**config.mk**
```make
export PLATFORM = sky130hd
export DESIGN_NAME = ccl_top
export DESIGN_NICKNAME = d
export VERILOG_FILES = /design/src/ccl_pkg.sv /design/src/ccl_gate_if.sv /design/src/ccl_sync.sv /design/src/ccl_access_gate.sv /design/src/ccl_top.sv
export SDC_FILE = /design/constraint.sdc
export NUM_CORES = 1
export LEC_CHECK = 0
export BUFFER_PORTS_ARGS = -buffer_cell sky130_fd_sc_hd__buf_2
export CORE_UTILIZATION = 32
export DETAILED_ROUTE_END_ITERATION = 8
export PLACE_DENSITY = 0.63
export SYNTH_ARGS = -nofsm -noshare
export SYNTH_HDL_FRONTEND = slang
export SYNTH_HIERARCHICAL = 1
export SYNTH_SLANG_ARGS = --single-unit
```
**constraint.sdc**
```tcl
create_clock -name clk -period 3.1 [get_ports clk]
set_input_delay 0.465 -clock clk [delete_from_list [all_inputs] [get_ports clk]]
set_output_delay 0.465 -clock clk [all_outputs]
set_load 0.02 [all_outputs]
```
**src/ccl_pkg.sv**
```systemverilog
// shared constants and types for the core config and memory lock bank
package ccl_pkg;

    // ----------------------------------------------------------------
    // register offsets (byte addresses)
    // ----------------------------------------------------------------
    localparam logic [7:0] CCL_OFF_CORE_REQ = 8'h80;
    localparam logic [7:0] CCL_OFF_LOCK_STATE = 8'h88;
    localparam logic [7:0] CCL_OFF_ACCESS_LOCK = 8'h8C;
    localparam logic [7:0] CCL_OFF_CFG_LOCK_CTRL = 8'h90;

    // ----------------------------------------------------------------
    // field positions
    // ----------------------------------------------------------------
    localparam int CCL_REQ_LOCK_BIT = 16;
    localparam int CCL_THREAD_DIS_BIT = 8;
    localparam int CCL_CORE_CNT_LSB = 0;
    localparam int CCL_CORE_CNT_W = 2;
    localparam int CCL_ST_REMOTE_BIT = 9;
    localparam int CCL_ST_LOCAL_BIT = 8;
    localparam int CCL_ST_USER_BIT = 1;
    localparam int CCL_ST_CFG_BIT = 0;
    localparam int CCL_CTL_LOCK_BIT = 0;
    localparam int CCL_CTL_UNLOCK_BIT = 1;
    localparam int CCL_AL_CFG_SET_BIT = 0;
    localparam int CCL_AL_LOCAL_SET_BIT = 8;
    localparam int CCL_AL_REMOTE_SET_BIT = 9;
    localparam int CCL_AL_LOCAL_CLR_BIT = 24;
    localparam int CCL_AL_REMOTE_CLR_BIT = 25;

    // ----------------------------------------------------------------
    // reset values
    // ----------------------------------------------------------------
    localparam logic [31:0] CCL_CORE_REQ_RST = 32'h0000_0000;
    localparam logic [31:0] CCL_READ_ZERO = 32'h0000_0000;

    // ----------------------------------------------------------------
    // types
    // ----------------------------------------------------------------
    typedef enum logic [1:0] {
        CCL_CORES_MAX = 2'h0,
        CCL_CORES_ONE = 2'h1,
        CCL_CORES_TWO = 2'h2
    } ccl_core_cnt_t;

    typedef enum logic {
        CCL_BUS_IDLE = 1'b0,
        CCL_BUS_DONE = 1'b1
    } ccl_bus_state_t;

    typedef enum logic [1:0] {
        CCL_CLS_GENERAL = 2'h0,
        CCL_CLS_THERMAL = 2'h1,
        CCL_CLS_LEGACY = 2'h2,
        CCL_CLS_SYSMEM = 2'h3
    } ccl_cfg_class_t;

endpackage : ccl_pkg

```
**src/ccl_gate_if.sv**
```systemverilog
// lock levels passed from the register bank to the access gate
`timescale 1ns/1ps
interface ccl_gate_if;
    logic cfg_locked;
    logic mem_local_lock;
    logic mem_remote_lock;
    logic mc_enabled;

    modport ctrl (
        output cfg_locked,
        output mem_local_lock,
        output mem_remote_lock,
        output mc_enabled
    );

    modport gate (
        input cfg_locked,
        input mem_local_lock,
        input mem_remote_lock,
        input mc_enabled
    );
endinterface : ccl_gate_if

```
**src/ccl_sync.sv**
```systemverilog
// three-stage synchroniser that passes a change once stages two and three agree
`timescale 1ns/1ps
module ccl_sync #(
    parameter int WIDTH = 1
) (
    input wire logic clk,
    input wire logic reset,
    input wire logic ce,
    input wire logic [WIDTH-1:0] pin,
    output logic [WIDTH-1:0] stable
);
    logic [WIDTH-1:0] s1_reg;
    logic [WIDTH-1:0] s2_reg;
    logic [WIDTH-1:0] s3_reg;

    always_ff @(posedge clk) begin
        if (reset) begin
            s1_reg <= '0;
            s2_reg <= '0;
            s3_reg <= '0;
            stable <= '0;
        end else if (ce) begin
            s1_reg <= pin;
            s2_reg <= s1_reg;
            s3_reg <= s2_reg;
            for (int i = 0; i < WIDTH; i++) begin
                if (s2_reg[i] == s3_reg[i]) begin
                    stable[i] <= s3_reg[i];
                end
            end
        end
    end
endmodule : ccl_sync

```
**src/ccl_access_gate.sv**
```systemverilog
// gates controller config writes and memory requests by the current locks
`timescale 1ns/1ps
module ccl_access_gate (
    input wire logic clk,
    input wire logic reset,
    input wire logic ce,
    ccl_gate_if.gate locks,
    input wire logic cfg_wr_req,
    input wire logic [1:0] cfg_wr_class,
    input wire logic mem_req,
    input wire logic mem_req_remote,
    output logic cfg_wr_grant,
    output logic cfg_wr_reject,
    output logic mem_req_accept,
    output logic mem_req_abort
);
    logic exempt;
    logic abort_now;

    // exempt classes
    assign exempt = (cfg_wr_class != ccl_pkg::CCL_CLS_GENERAL);
    // remote abort / R7: local abort
    assign abort_now = mem_req_remote ? locks.mem_remote_lock : locks.mem_local_lock;

    // ----------------------------------------------------------------
    // config write gating
    // ----------------------------------------------------------------
    always_ff @(posedge clk) begin
        if (reset) begin
            cfg_wr_grant <= 1'b0;
            cfg_wr_reject <= 1'b0;
        end else if (ce) begin
            // lockdown rejects writes
            cfg_wr_grant <= cfg_wr_req && (exempt || !locks.cfg_locked);
            cfg_wr_reject <= cfg_wr_req && !exempt && locks.cfg_locked;
        end
    end

    // ----------------------------------------------------------------
    // memory request gating
    // ----------------------------------------------------------------
    always_ff @(posedge clk) begin
        if (reset) begin
            mem_req_accept <= 1'b0;
            mem_req_abort <= 1'b0;
        end else if (ce) begin
            // no requests before lock
            mem_req_accept <= mem_req && locks.mc_enabled && !abort_now;
            mem_req_abort <= mem_req && locks.mc_enabled && abort_now;
        end
    end
endmodule : ccl_access_gate

```
**src/ccl_top.sv**
```systemverilog
// core count request and memory lock register bank with avalon-mm slave
`timescale 1ns/1ps
// ----------------------------------------------------------------
// Overview of operation
// requested cores and threading apply at processor reset
// request lock bit sets only, blocks writes
// thread disable leaves one thread per core
// core count 00 max, 01 one, 10 two
// firmware must not exceed real core count
// remote lock aborts other agents' memory access
// local lock aborts this processor's memory access
// memory locks clear only in authenticated mode
// status bit 1 mirrors user config lock
// status bit 0 rejects controller config writes
// thermal, legacy and system memory registers exempt
// controller accepts requests only after lock written
// writing lock bit blocks config writes
// unlock 1 with lock 0 reopens writes
// unlock leaves other lock types until reset
// lock control reads zero, zero writes inert
// ----------------------------------------------------------------
module ccl_top (
    input wire logic clk,
    input wire logic reset,
    input wire logic ce,
    input wire logic [7:0] avs_address,
    input wire logic avs_read,
    input wire logic avs_write,
    input wire logic [31:0] avs_writedata,
    input wire logic [3:0] avs_byteenable,
    output logic [31:0] avs_readdata,
    output logic avs_waitrequest,
    input wire logic proc_reset_pin,
    input wire logic auth_mode_pin,
    input wire logic cfg_wr_req,
    input wire logic [1:0] cfg_wr_class,
    input wire logic mem_req,
    input wire logic mem_req_remote,
    output logic cfg_wr_grant,
    output logic cfg_wr_reject,
    output logic mem_req_accept,
    output logic mem_req_abort,
    output logic [1:0] active_core_count,
    output logic active_thread_disable,
    output logic mc_accepting
);

    // ----------------------------------------------------------------
    // helpers
    // ----------------------------------------------------------------
    function automatic logic [31:0] lane_mask(input logic [3:0] be);
        logic [31:0] m;
        m = '0;
        for (int i = 0; i < 4; i++) begin
            m[i*8 +: 8] = {8{be[i]}};
        end
        return m;
    endfunction : lane_mask

    function automatic logic wr_one(input logic [31:0] d, input logic [31:0] m,
                                    input int pos);
        return d[pos] && m[pos];
    endfunction : wr_one

    // ----------------------------------------------------------------
    // declarations
    // ----------------------------------------------------------------
    ccl_pkg::ccl_bus_state_t bus_state_reg;
    logic [31:0] wmask;
    logic commit_wr;
    logic commit_rd;
    logic wr_core;
    logic wr_access;
    logic wr_ctrl;
    logic [31:0] rd_next;
    logic [1:0] core_cnt_reg;
    logic thread_dis_reg;
    logic req_lock_reg;
    logic cfg_lock_reg;
    logic user_lock_reg;
    logic local_lock_reg;
    logic remote_lock_reg;
    logic [1:0] pins_stable;
    logic auth_mode;
    logic proc_rst;
    logic proc_rst_prev_reg;
    logic proc_rst_edge;
    logic ctl_lock;
    logic ctl_unlock;
    logic local_clr_ok;
    logic remote_clr_ok;

    ccl_gate_if locks_if ();

    // ----------------------------------------------------------------
    // pin synchronisers
    // ----------------------------------------------------------------
    ccl_sync #(
        .WIDTH(2)
    ) pin_sync (
        .clk(clk),
        .reset(reset),
        .ce(ce),
        .pin({auth_mode_pin, proc_reset_pin}),
        .stable(pins_stable)
    );

    assign proc_rst = pins_stable[0];
    assign auth_mode = pins_stable[1];
    assign proc_rst_edge = proc_rst && !proc_rst_prev_reg;

    always_ff @(posedge clk) begin
        if (reset) begin
            proc_rst_prev_reg <= 1'b0;
        end else if (ce) begin
            proc_rst_prev_reg <= proc_rst;
        end
    end

    // ----------------------------------------------------------------
    // avalon-mm slave handshake
    // ----------------------------------------------------------------
    // one wait cycle: request seen, then waitrequest low for one cycle
    always_ff @(posedge clk) begin
        if (reset) begin
            bus_state_reg <= ccl_pkg::CCL_BUS_IDLE;
            avs_waitrequest <= 1'b1;
        end else if (ce) begin
            case (bus_state_reg)
                ccl_pkg::CCL_BUS_IDLE: begin
                    if (avs_read || avs_write) begin
                        bus_state_reg <= ccl_pkg::CCL_BUS_DONE;
                        avs_waitrequest <= 1'b0;
                    end
                end
                ccl_pkg::CCL_BUS_DONE: begin
                    bus_state_reg <= ccl_pkg::CCL_BUS_IDLE;
                    avs_waitrequest <= 1'b1;
                end
                default: begin
                    bus_state_reg <= ccl_pkg::CCL_BUS_IDLE;
                    avs_waitrequest <= 1'b1;
                end
            endcase
        end
    end

    assign commit_wr = ce && avs_write && (bus_state_reg == ccl_pkg::CCL_BUS_DONE);
    assign commit_rd = ce && avs_read && (bus_state_reg == ccl_pkg::CCL_BUS_DONE);
    assign wmask = lane_mask(avs_byteenable);
    assign wr_core = commit_wr && (avs_address == ccl_pkg::CCL_OFF_CORE_REQ);
    assign wr_access = commit_wr && (avs_address == ccl_pkg::CCL_OFF_ACCESS_LOCK);
    assign wr_ctrl = commit_wr && (avs_address == ccl_pkg::CCL_OFF_CFG_LOCK_CTRL);

    // ----------------------------------------------------------------
    // read data
    // ----------------------------------------------------------------
    always_comb begin
        rd_next = ccl_pkg::CCL_READ_ZERO;
        case (avs_address)
            ccl_pkg::CCL_OFF_CORE_REQ: begin
                rd_next[ccl_pkg::CCL_REQ_LOCK_BIT] = req_lock_reg;
                rd_next[ccl_pkg::CCL_THREAD_DIS_BIT] = thread_dis_reg;
                rd_next[ccl_pkg::CCL_CORE_CNT_LSB +: ccl_pkg::CCL_CORE_CNT_W] = core_cnt_reg;
            end
            ccl_pkg::CCL_OFF_LOCK_STATE: begin
                rd_next[ccl_pkg::CCL_ST_REMOTE_BIT] = remote_lock_reg;
                rd_next[ccl_pkg::CCL_ST_LOCAL_BIT] = local_lock_reg;
                // user lock visible
                rd_next[ccl_pkg::CCL_ST_USER_BIT] = user_lock_reg;
                rd_next[ccl_pkg::CCL_ST_CFG_BIT] = cfg_lock_reg;
            end
            ccl_pkg::CCL_OFF_ACCESS_LOCK: begin
                rd_next[ccl_pkg::CCL_AL_CFG_SET_BIT] = cfg_lock_reg;
                rd_next[ccl_pkg::CCL_AL_LOCAL_SET_BIT] = local_lock_reg;
                rd_next[ccl_pkg::CCL_AL_REMOTE_SET_BIT] = remote_lock_reg;
            end
            // write-only register reads zero
            default: begin
                rd_next = ccl_pkg::CCL_READ_ZERO;
            end
        endcase
    end

    // data latched as waitrequest drops, held through the answer edge
    always_ff @(posedge clk) begin
        if (reset) begin
            avs_readdata <= ccl_pkg::CCL_READ_ZERO;
        end else if (ce && avs_read && bus_state_reg == ccl_pkg::CCL_BUS_IDLE) begin
            avs_readdata <= rd_next;
        end
    end

    // ----------------------------------------------------------------
    // core and thread request
    // ----------------------------------------------------------------
    always_ff @(posedge clk) begin
        if (reset) begin
            core_cnt_reg <= ccl_pkg::CCL_CORE_REQ_RST[ccl_pkg::CCL_CORE_CNT_LSB +: 2];
            thread_dis_reg <= ccl_pkg::CCL_CORE_REQ_RST[ccl_pkg::CCL_THREAD_DIS_BIT];
            req_lock_reg <= ccl_pkg::CCL_CORE_REQ_RST[ccl_pkg::CCL_REQ_LOCK_BIT];
        // locked register ignores writes
        end else if (wr_core && !req_lock_reg) begin
            if (wmask[ccl_pkg::CCL_CORE_CNT_LSB]) begin
                core_cnt_reg <= avs_writedata[ccl_pkg::CCL_CORE_CNT_LSB +: 2];
            end
            if (wmask[ccl_pkg::CCL_THREAD_DIS_BIT]) begin
                thread_dis_reg <= avs_writedata[ccl_pkg::CCL_THREAD_DIS_BIT];
            end
            // lock sets only
            if (wr_one(avs_writedata, wmask, ccl_pkg::CCL_REQ_LOCK_BIT)) begin
                req_lock_reg <= 1'b1;
            end
        end
    end

    // settings take effect on processor reset
    always_ff @(posedge clk) begin
        if (reset) begin
            active_core_count <= ccl_pkg::CCL_CORES_MAX;
            active_thread_disable <= 1'b0;
        end else if (ce && proc_rst_edge) begin
            // count encoding passes through
            active_core_count <= core_cnt_reg;
            // one thread per core
            active_thread_disable <= thread_dis_reg;
        end
    end

    // ----------------------------------------------------------------
    // controller config lock control
    // ----------------------------------------------------------------
    assign ctl_lock = wr_ctrl && wr_one(avs_writedata, wmask, ccl_pkg::CCL_CTL_LOCK_BIT);
    assign ctl_unlock = wr_ctrl && wr_one(avs_writedata, wmask, ccl_pkg::CCL_CTL_UNLOCK_BIT);

    always_ff @(posedge clk) begin
        if (reset) begin
            user_lock_reg <= 1'b0;
        // lock blocks config writes
        end else if (ctl_lock) begin
            user_lock_reg <= 1'b1;
        // unlock with lock written 0
        end else if (ctl_unlock) begin
            user_lock_reg <= 1'b0;
        end
    end

    // controller starts once locked
    always_ff @(posedge clk) begin
        if (reset) begin
            mc_accepting <= 1'b0;
        end else if (ctl_lock) begin
            mc_accepting <= 1'b1;
        end
    end

    // ----------------------------------------------------------------
    // platform and memory access locks
    // ----------------------------------------------------------------
    // clears only in authenticated mode
    assign local_clr_ok = wr_access && auth_mode &&
        wr_one(avs_writedata, wmask, ccl_pkg::CCL_AL_LOCAL_CLR_BIT);
    assign remote_clr_ok = wr_access && auth_mode &&
        wr_one(avs_writedata, wmask, ccl_pkg::CCL_AL_REMOTE_CLR_BIT);

    always_ff @(posedge clk) begin
        if (reset) begin
            cfg_lock_reg <= 1'b0;
        // platform lock held until reset
        end else if (wr_access && wr_one(avs_writedata, wmask, ccl_pkg::CCL_AL_CFG_SET_BIT)) begin
            cfg_lock_reg <= 1'b1;
        end
    end

    always_ff @(posedge clk) begin
        if (reset) begin
            local_lock_reg <= 1'b0;
        end else if (wr_access && wr_one(avs_writedata, wmask, ccl_pkg::CCL_AL_LOCAL_SET_BIT)) begin
            local_lock_reg <= 1'b1;
        end else if (local_clr_ok) begin
            local_lock_reg <= 1'b0;
        end
    end

    always_ff @(posedge clk) begin
        if (reset) begin
            remote_lock_reg <= 1'b0;
        end else if (wr_access && wr_one(avs_writedata, wmask, ccl_pkg::CCL_AL_REMOTE_SET_BIT)) begin
            remote_lock_reg <= 1'b1;
        end else if (remote_clr_ok) begin
            remote_lock_reg <= 1'b0;
        end
    end

    // ----------------------------------------------------------------
    // access gate
    // ----------------------------------------------------------------
    // either config lock closes writes
    assign locks_if.cfg_locked = cfg_lock_reg || user_lock_reg;
    assign locks_if.mem_local_lock = local_lock_reg;
    assign locks_if.mem_remote_lock = remote_lock_reg;
    assign locks_if.mc_enabled = mc_accepting;

    ccl_access_gate gate (
        .clk(clk),
        .reset(reset),
        .ce(ce),
        .locks(locks_if.gate),
        .cfg_wr_req(cfg_wr_req),
        .cfg_wr_class(cfg_wr_class),
        .mem_req(mem_req),
        .mem_req_remote(mem_req_remote),
        .cfg_wr_grant(cfg_wr_grant),
        .cfg_wr_reject(cfg_wr_reject),
        .mem_req_accept(mem_req_accept),
        .mem_req_abort(mem_req_abort)
    );
endmodule : ccl_top

```
---- Word level (Yosys, flattened, before mapping) ----
Cells that the tools add are included.
word-level totals
  register bits ........................... 32
  word-level logic and storage cells ...... 97
cells by class
  equal/unequal tests ..................... 7
  muxes and demuxes ....................... 16
  bitwise operators ....................... 1
  reductions and logical operators ........ 50
operator list
  kind                                        number
  equality test 8 bit, second input constant  4
  logical AND 1 bit                           31
  AND reduction 2 bit                         6
  two-way mux 1 bit                           11
  case mux 1 bit (2 select lines)             5
  nonzero test 2 bit                          4
  zero test 1 bit                             5
  logical OR 1 bit                            3
  equality test 1 bit                         2
  != test 2 bit, second input constant        1
  OR reduction 2 bit                          1
  inverter 1 bit                              1

---- Logic depth before layout (Yosys ltp) ----
  word-level depth ........................ 7
  depth in mapped cells ................... 5
  gate-level depth less buffers ........... 3

---- Cells and area by module ----
Netlist, hierarchy kept.
modules (own cells, without submodules)
  module           times used  cells each  area an instance (um2)  sequential area each (um2)
  ccl_top          1           134         1178.6                  400.4
  ccl_sync         1           32          349.1                   160.2
  ccl_access_gate  1           18          183.9                   80.1

---- Least setup slack after synthesis ----
No wires, ideal clock.
  path kind ............................... input to register
  start point ............................. input port avs_address[5]
  end point ............................... register remote_lock_reg (netlist: locks_if.mem_remote_lock)
  setup time .............................. 92 ps
  data arrival time ....................... 1732 ps
  data required time ...................... 3008 ps
  setup slack ............................. 1276 ps
  cell stages on the path ................. 3
  cell sequence ........................... or4b_4 or4_4 o32ai_1
on the way
  longest elaborated chain between the ends .. 5
  elaborated cells between the ends (all ways) .. 7
  classes of those cells .................. 1 x eq/ne; 1 x mux; 5 x reduce/logical
RTL lines
  element                              RTL line        source
  start, declared                      ccl_top.sv:26   input wire logic [7:0] avs_address,
  equality test 8 bit (*)              ccl_top.sv:152  assign wr_access = commit_wr && (avs_address == ccl_pkg::CCL_OFF_ACCESS_LOCK);
  logical AND 1 bit (*)                ccl_top.sv:152
  logical AND 1 bit (2 in series)      ccl_top.sv:263  assign remote_clr_ok = wr_access && auth_mode &&
  nonzero test 2 bit (no source line)  n/a
  end signal, assigned                 ccl_top.sv:287  remote_lock_reg <= 1'b0;
  end signal, assigned                 ccl_top.sv:289  remote_lock_reg <= 1'b1;
  end signal, assigned                 ccl_top.sv:291  remote_lock_reg <= 1'b0;
  end, declared                        ccl_top.sv:82   logic remote_lock_reg;
Mark *: on every way between the ends. The rest lies on a longest branch, timed or not.
A chain may end at the register's enable or synchronous reset.

---- Worst setup path after layout ----
  start point ............................. input port ce
  end point ............................... register remote_lock_reg (netlist: locks_if.mem_remote_lock)
on the way
  longest elaborated chain between the ends .. 6
  elaborated cells between the ends (all ways) .. 8
  classes of those cells .................. 1 x mux; 7 x reduce/logical
RTL lines
  element                              RTL line        source
  start, declared                      ccl_top.sv:25   input wire logic ce,
  logical AND 1 bit (*) (2 in series)  ccl_top.sv:148  assign commit_wr = ce && avs_write && (bus_state_reg == ccl_pkg::CCL_BUS_DONE);
  logical AND 1 bit (*)                ccl_top.sv:152
  logical AND 1 bit (2 in series)      ccl_top.sv:263
  nonzero test 2 bit (no source line)  n/a
Marked as above.

==> out/qor.csv <==
metric;value;unit
status;completed;
viasPerCell;4.61;
clock_power_share;37.9;%
tns;0;ps
synth.avg_cell_area;9.30;sq um
seq_power_share;49.4;%
synth_enable_flop_cells;0;
synth_area;0.00171;sq mm
path_clk_slew;70;ps
hold_viol;0;
crit_fanout;27;
antenna_found_initial;0;
seqCellArea;641;sq um
nets;285;
post_cts_buffers;0;
synthCells;184;
timing.max_slew.rel_slack;44.2;%
start_util;33.3;%
grt_pass1_wl;5440;microns
area_growth;15.9;%
post-synth-top-count-cell;dfxtp_1;
gp_congestion;0.790;
instances_no_fill;300;
numCtsBuffers;5;
ys_ff_latch;32;
irDropWorstVdd;259;uV
synth_flop_cell;dfxtp_1;
synth_top_area_share;37.4;%
period_share;56.4;%
ys_types;42;
p_switching;227;uW
detail-route-antenna-nets;0;
critPathCaptureType;register;
root_buffer;clkbuf_8;
grtUsageTotal;12.8;%
fin_skew;3.09;ps
drt-total-wl;3370;microns
drc;0;
wl_per_cell;11.2;microns
port_buffers;44;
cts_buffer_depth;2;
design.die.area;0.00565;sq mm
fill_cells;550;
clock_latency;270;ps
largest_register_ffs;5;
die_width;75.1;microns
p_int;631;uW
grt_max_degree;42;
row_count;26;
max_cap_viol_count;0;
final_max_slew_viol_count;0;
synth.largest_area_cell;dfxtp_1;
start_kind;input pin;
yosysSeqAreaShare;37.4;%
drive_gt1_share;28.7;%
die_h;75.1;microns
diodes;0;
postCtsHoldBufs;0;
leakage;0.000855;uW
drtPass1Iterations;4;
crit_type;input pin to register;
max_freq;572;MHz
required;3280;ps
switching_share;26.4;%
num_vias;1383;
post-dp-hpwl;2510;microns
io_pins;97;
cts-htree-levels;2;
grt_pass1_vias;1172;
ys_top_cells_by_area;dfxtp_1 37%, buf_4 12%, mux2i_1 8.2%, nand2b_1 3.7%, nor2_1 3.1%;
cts_resized;0;
setup_viol;0;
tightest_slew;835;ps
yosys-top-cells-count;32 x dfxtp_1, 27 x buf_4, 14 x mux2i_1, 14 x nor2_1;
placedCellCount;292;
hp-class;input pin to register;
period_needed;1750;ps
cp.arrival;1930;ps
ys_warn_count;6;
cts_tree;done;
cts_sinks;32;
grt_setup_unrepaired;no;
core;0.00514;sq mm
async_reset_ff_share;0;%
top_register;avs_readdata;
dr.first_iter.drc_count;69;
grt_overflow;0;
multi_input_area;897;sq um
p_per_area;433;mW/mm^2
p_comb_share;12.8;%
-- final timing paths --
kind	start	end	slack (ps)	cells after the start
setup / recovery	ce	locks_if.mem_remote_lock	1350	4
hold / removal	auth_mode_pin	pin_sync/s1_reg[1]	430	3
setup reg to reg	bus_state_reg	locks_if.mem_remote_lock	1610	3
hold reg to reg	avs_readdata[16]	avs_readdata[16]	450	2
-- per-stage QoR --
stage	utilization, %	hold WS (ps)	power (uW)	instance area [sq um]	setup WS (ps)
final	38.6	428	858	1980	1350
after global routing	38.6	439	903	1980	1250
after CTS	38.6	425	870	1980	1350
after detailed placement	36.8	444	542	1890	1060
after global placement	36.8	444	541	1890	1080
after floorplan	-	434	531	1810	1280
-- critical path: stages --
cell,delay [ps]
buf_2,420
nand3_1,250
or4_4,570
o32ai_1,220
-- power by group through the flow --
| stage | logic [uW] | registers (uW) | clock network, uW |
|---|---|---|---|
| 4_1_cts | 109 | 424 | 338 |
| 2_1_floorplan | 93.9 | 437 | 0 |
| 3_3_place_gp | 108 | 433 | 0 |
| 6_report | 109 | 424 | 325 |
| 3_5_place_dp | 109 | 433 | 0 |
| 5_1_grt | 122 | 425 | 356 |
-- routing by layer --
layer | track usage, % | share of wire [%]
met3 | 4.28 | 6.0
met1 | 17.9 | 50
met5 | 0 | 0
met4 | 3.91 | 0.39
met2 | 18.7 | 43
-- cell usage in the layout (no fill, tap or decap), types with 3 or more instances in the layout --
| cell | Yosys | layout |
|---|---|---|
| nand3b_1 | 3 | 3 |
| mux2i_1 | 14 | 14 |
| nand4_1 | 7 | 7 |
| and4_1 | 3 | 3 |
| inv_1 | 10 | 10 |
| nor2_1 | 14 | 14 |
| clkbuf_8 | 0 | 6 |
| mux2_2 | 3 | 3 |
| nand2_1 | 4 | 4 |
| buf_2 | 1 | 44 |
| o32ai_1 | 6 | 6 |
| nor4_1 | 3 | 3 |
| nand2b_1 | 10 | 10 |
| a21oi_1 | 7 | 7 |
| conb_1 | 1 | 27 |
| dfxtp_1 | 32 | 32 |
| nand3_1 | 6 | 6 |
-- final cells by class --
type | count | share of cell area, %
multi-input cells | 135 | 45.2
inverters | 10 | 1.89
well taps | 70 | 4.42
flip-flops and latches | 32 | 32.3
clock buffers | 6 | 4.16
clock inverters | 2 | 0.505
repair buffers | 45 | 11.5
-- logic make-up after synthesis --
| kind of cell | synth area share [%] |
|---|---|
| simple gates | 26.0 |
| buf+inv | 15.9 |
| flops | 37.4 |
| compound gates | 10.3 |
| mux | 10.2 |
| other cells | 0.219 |
Note: power is estimated with default switching activity, not from simulation.
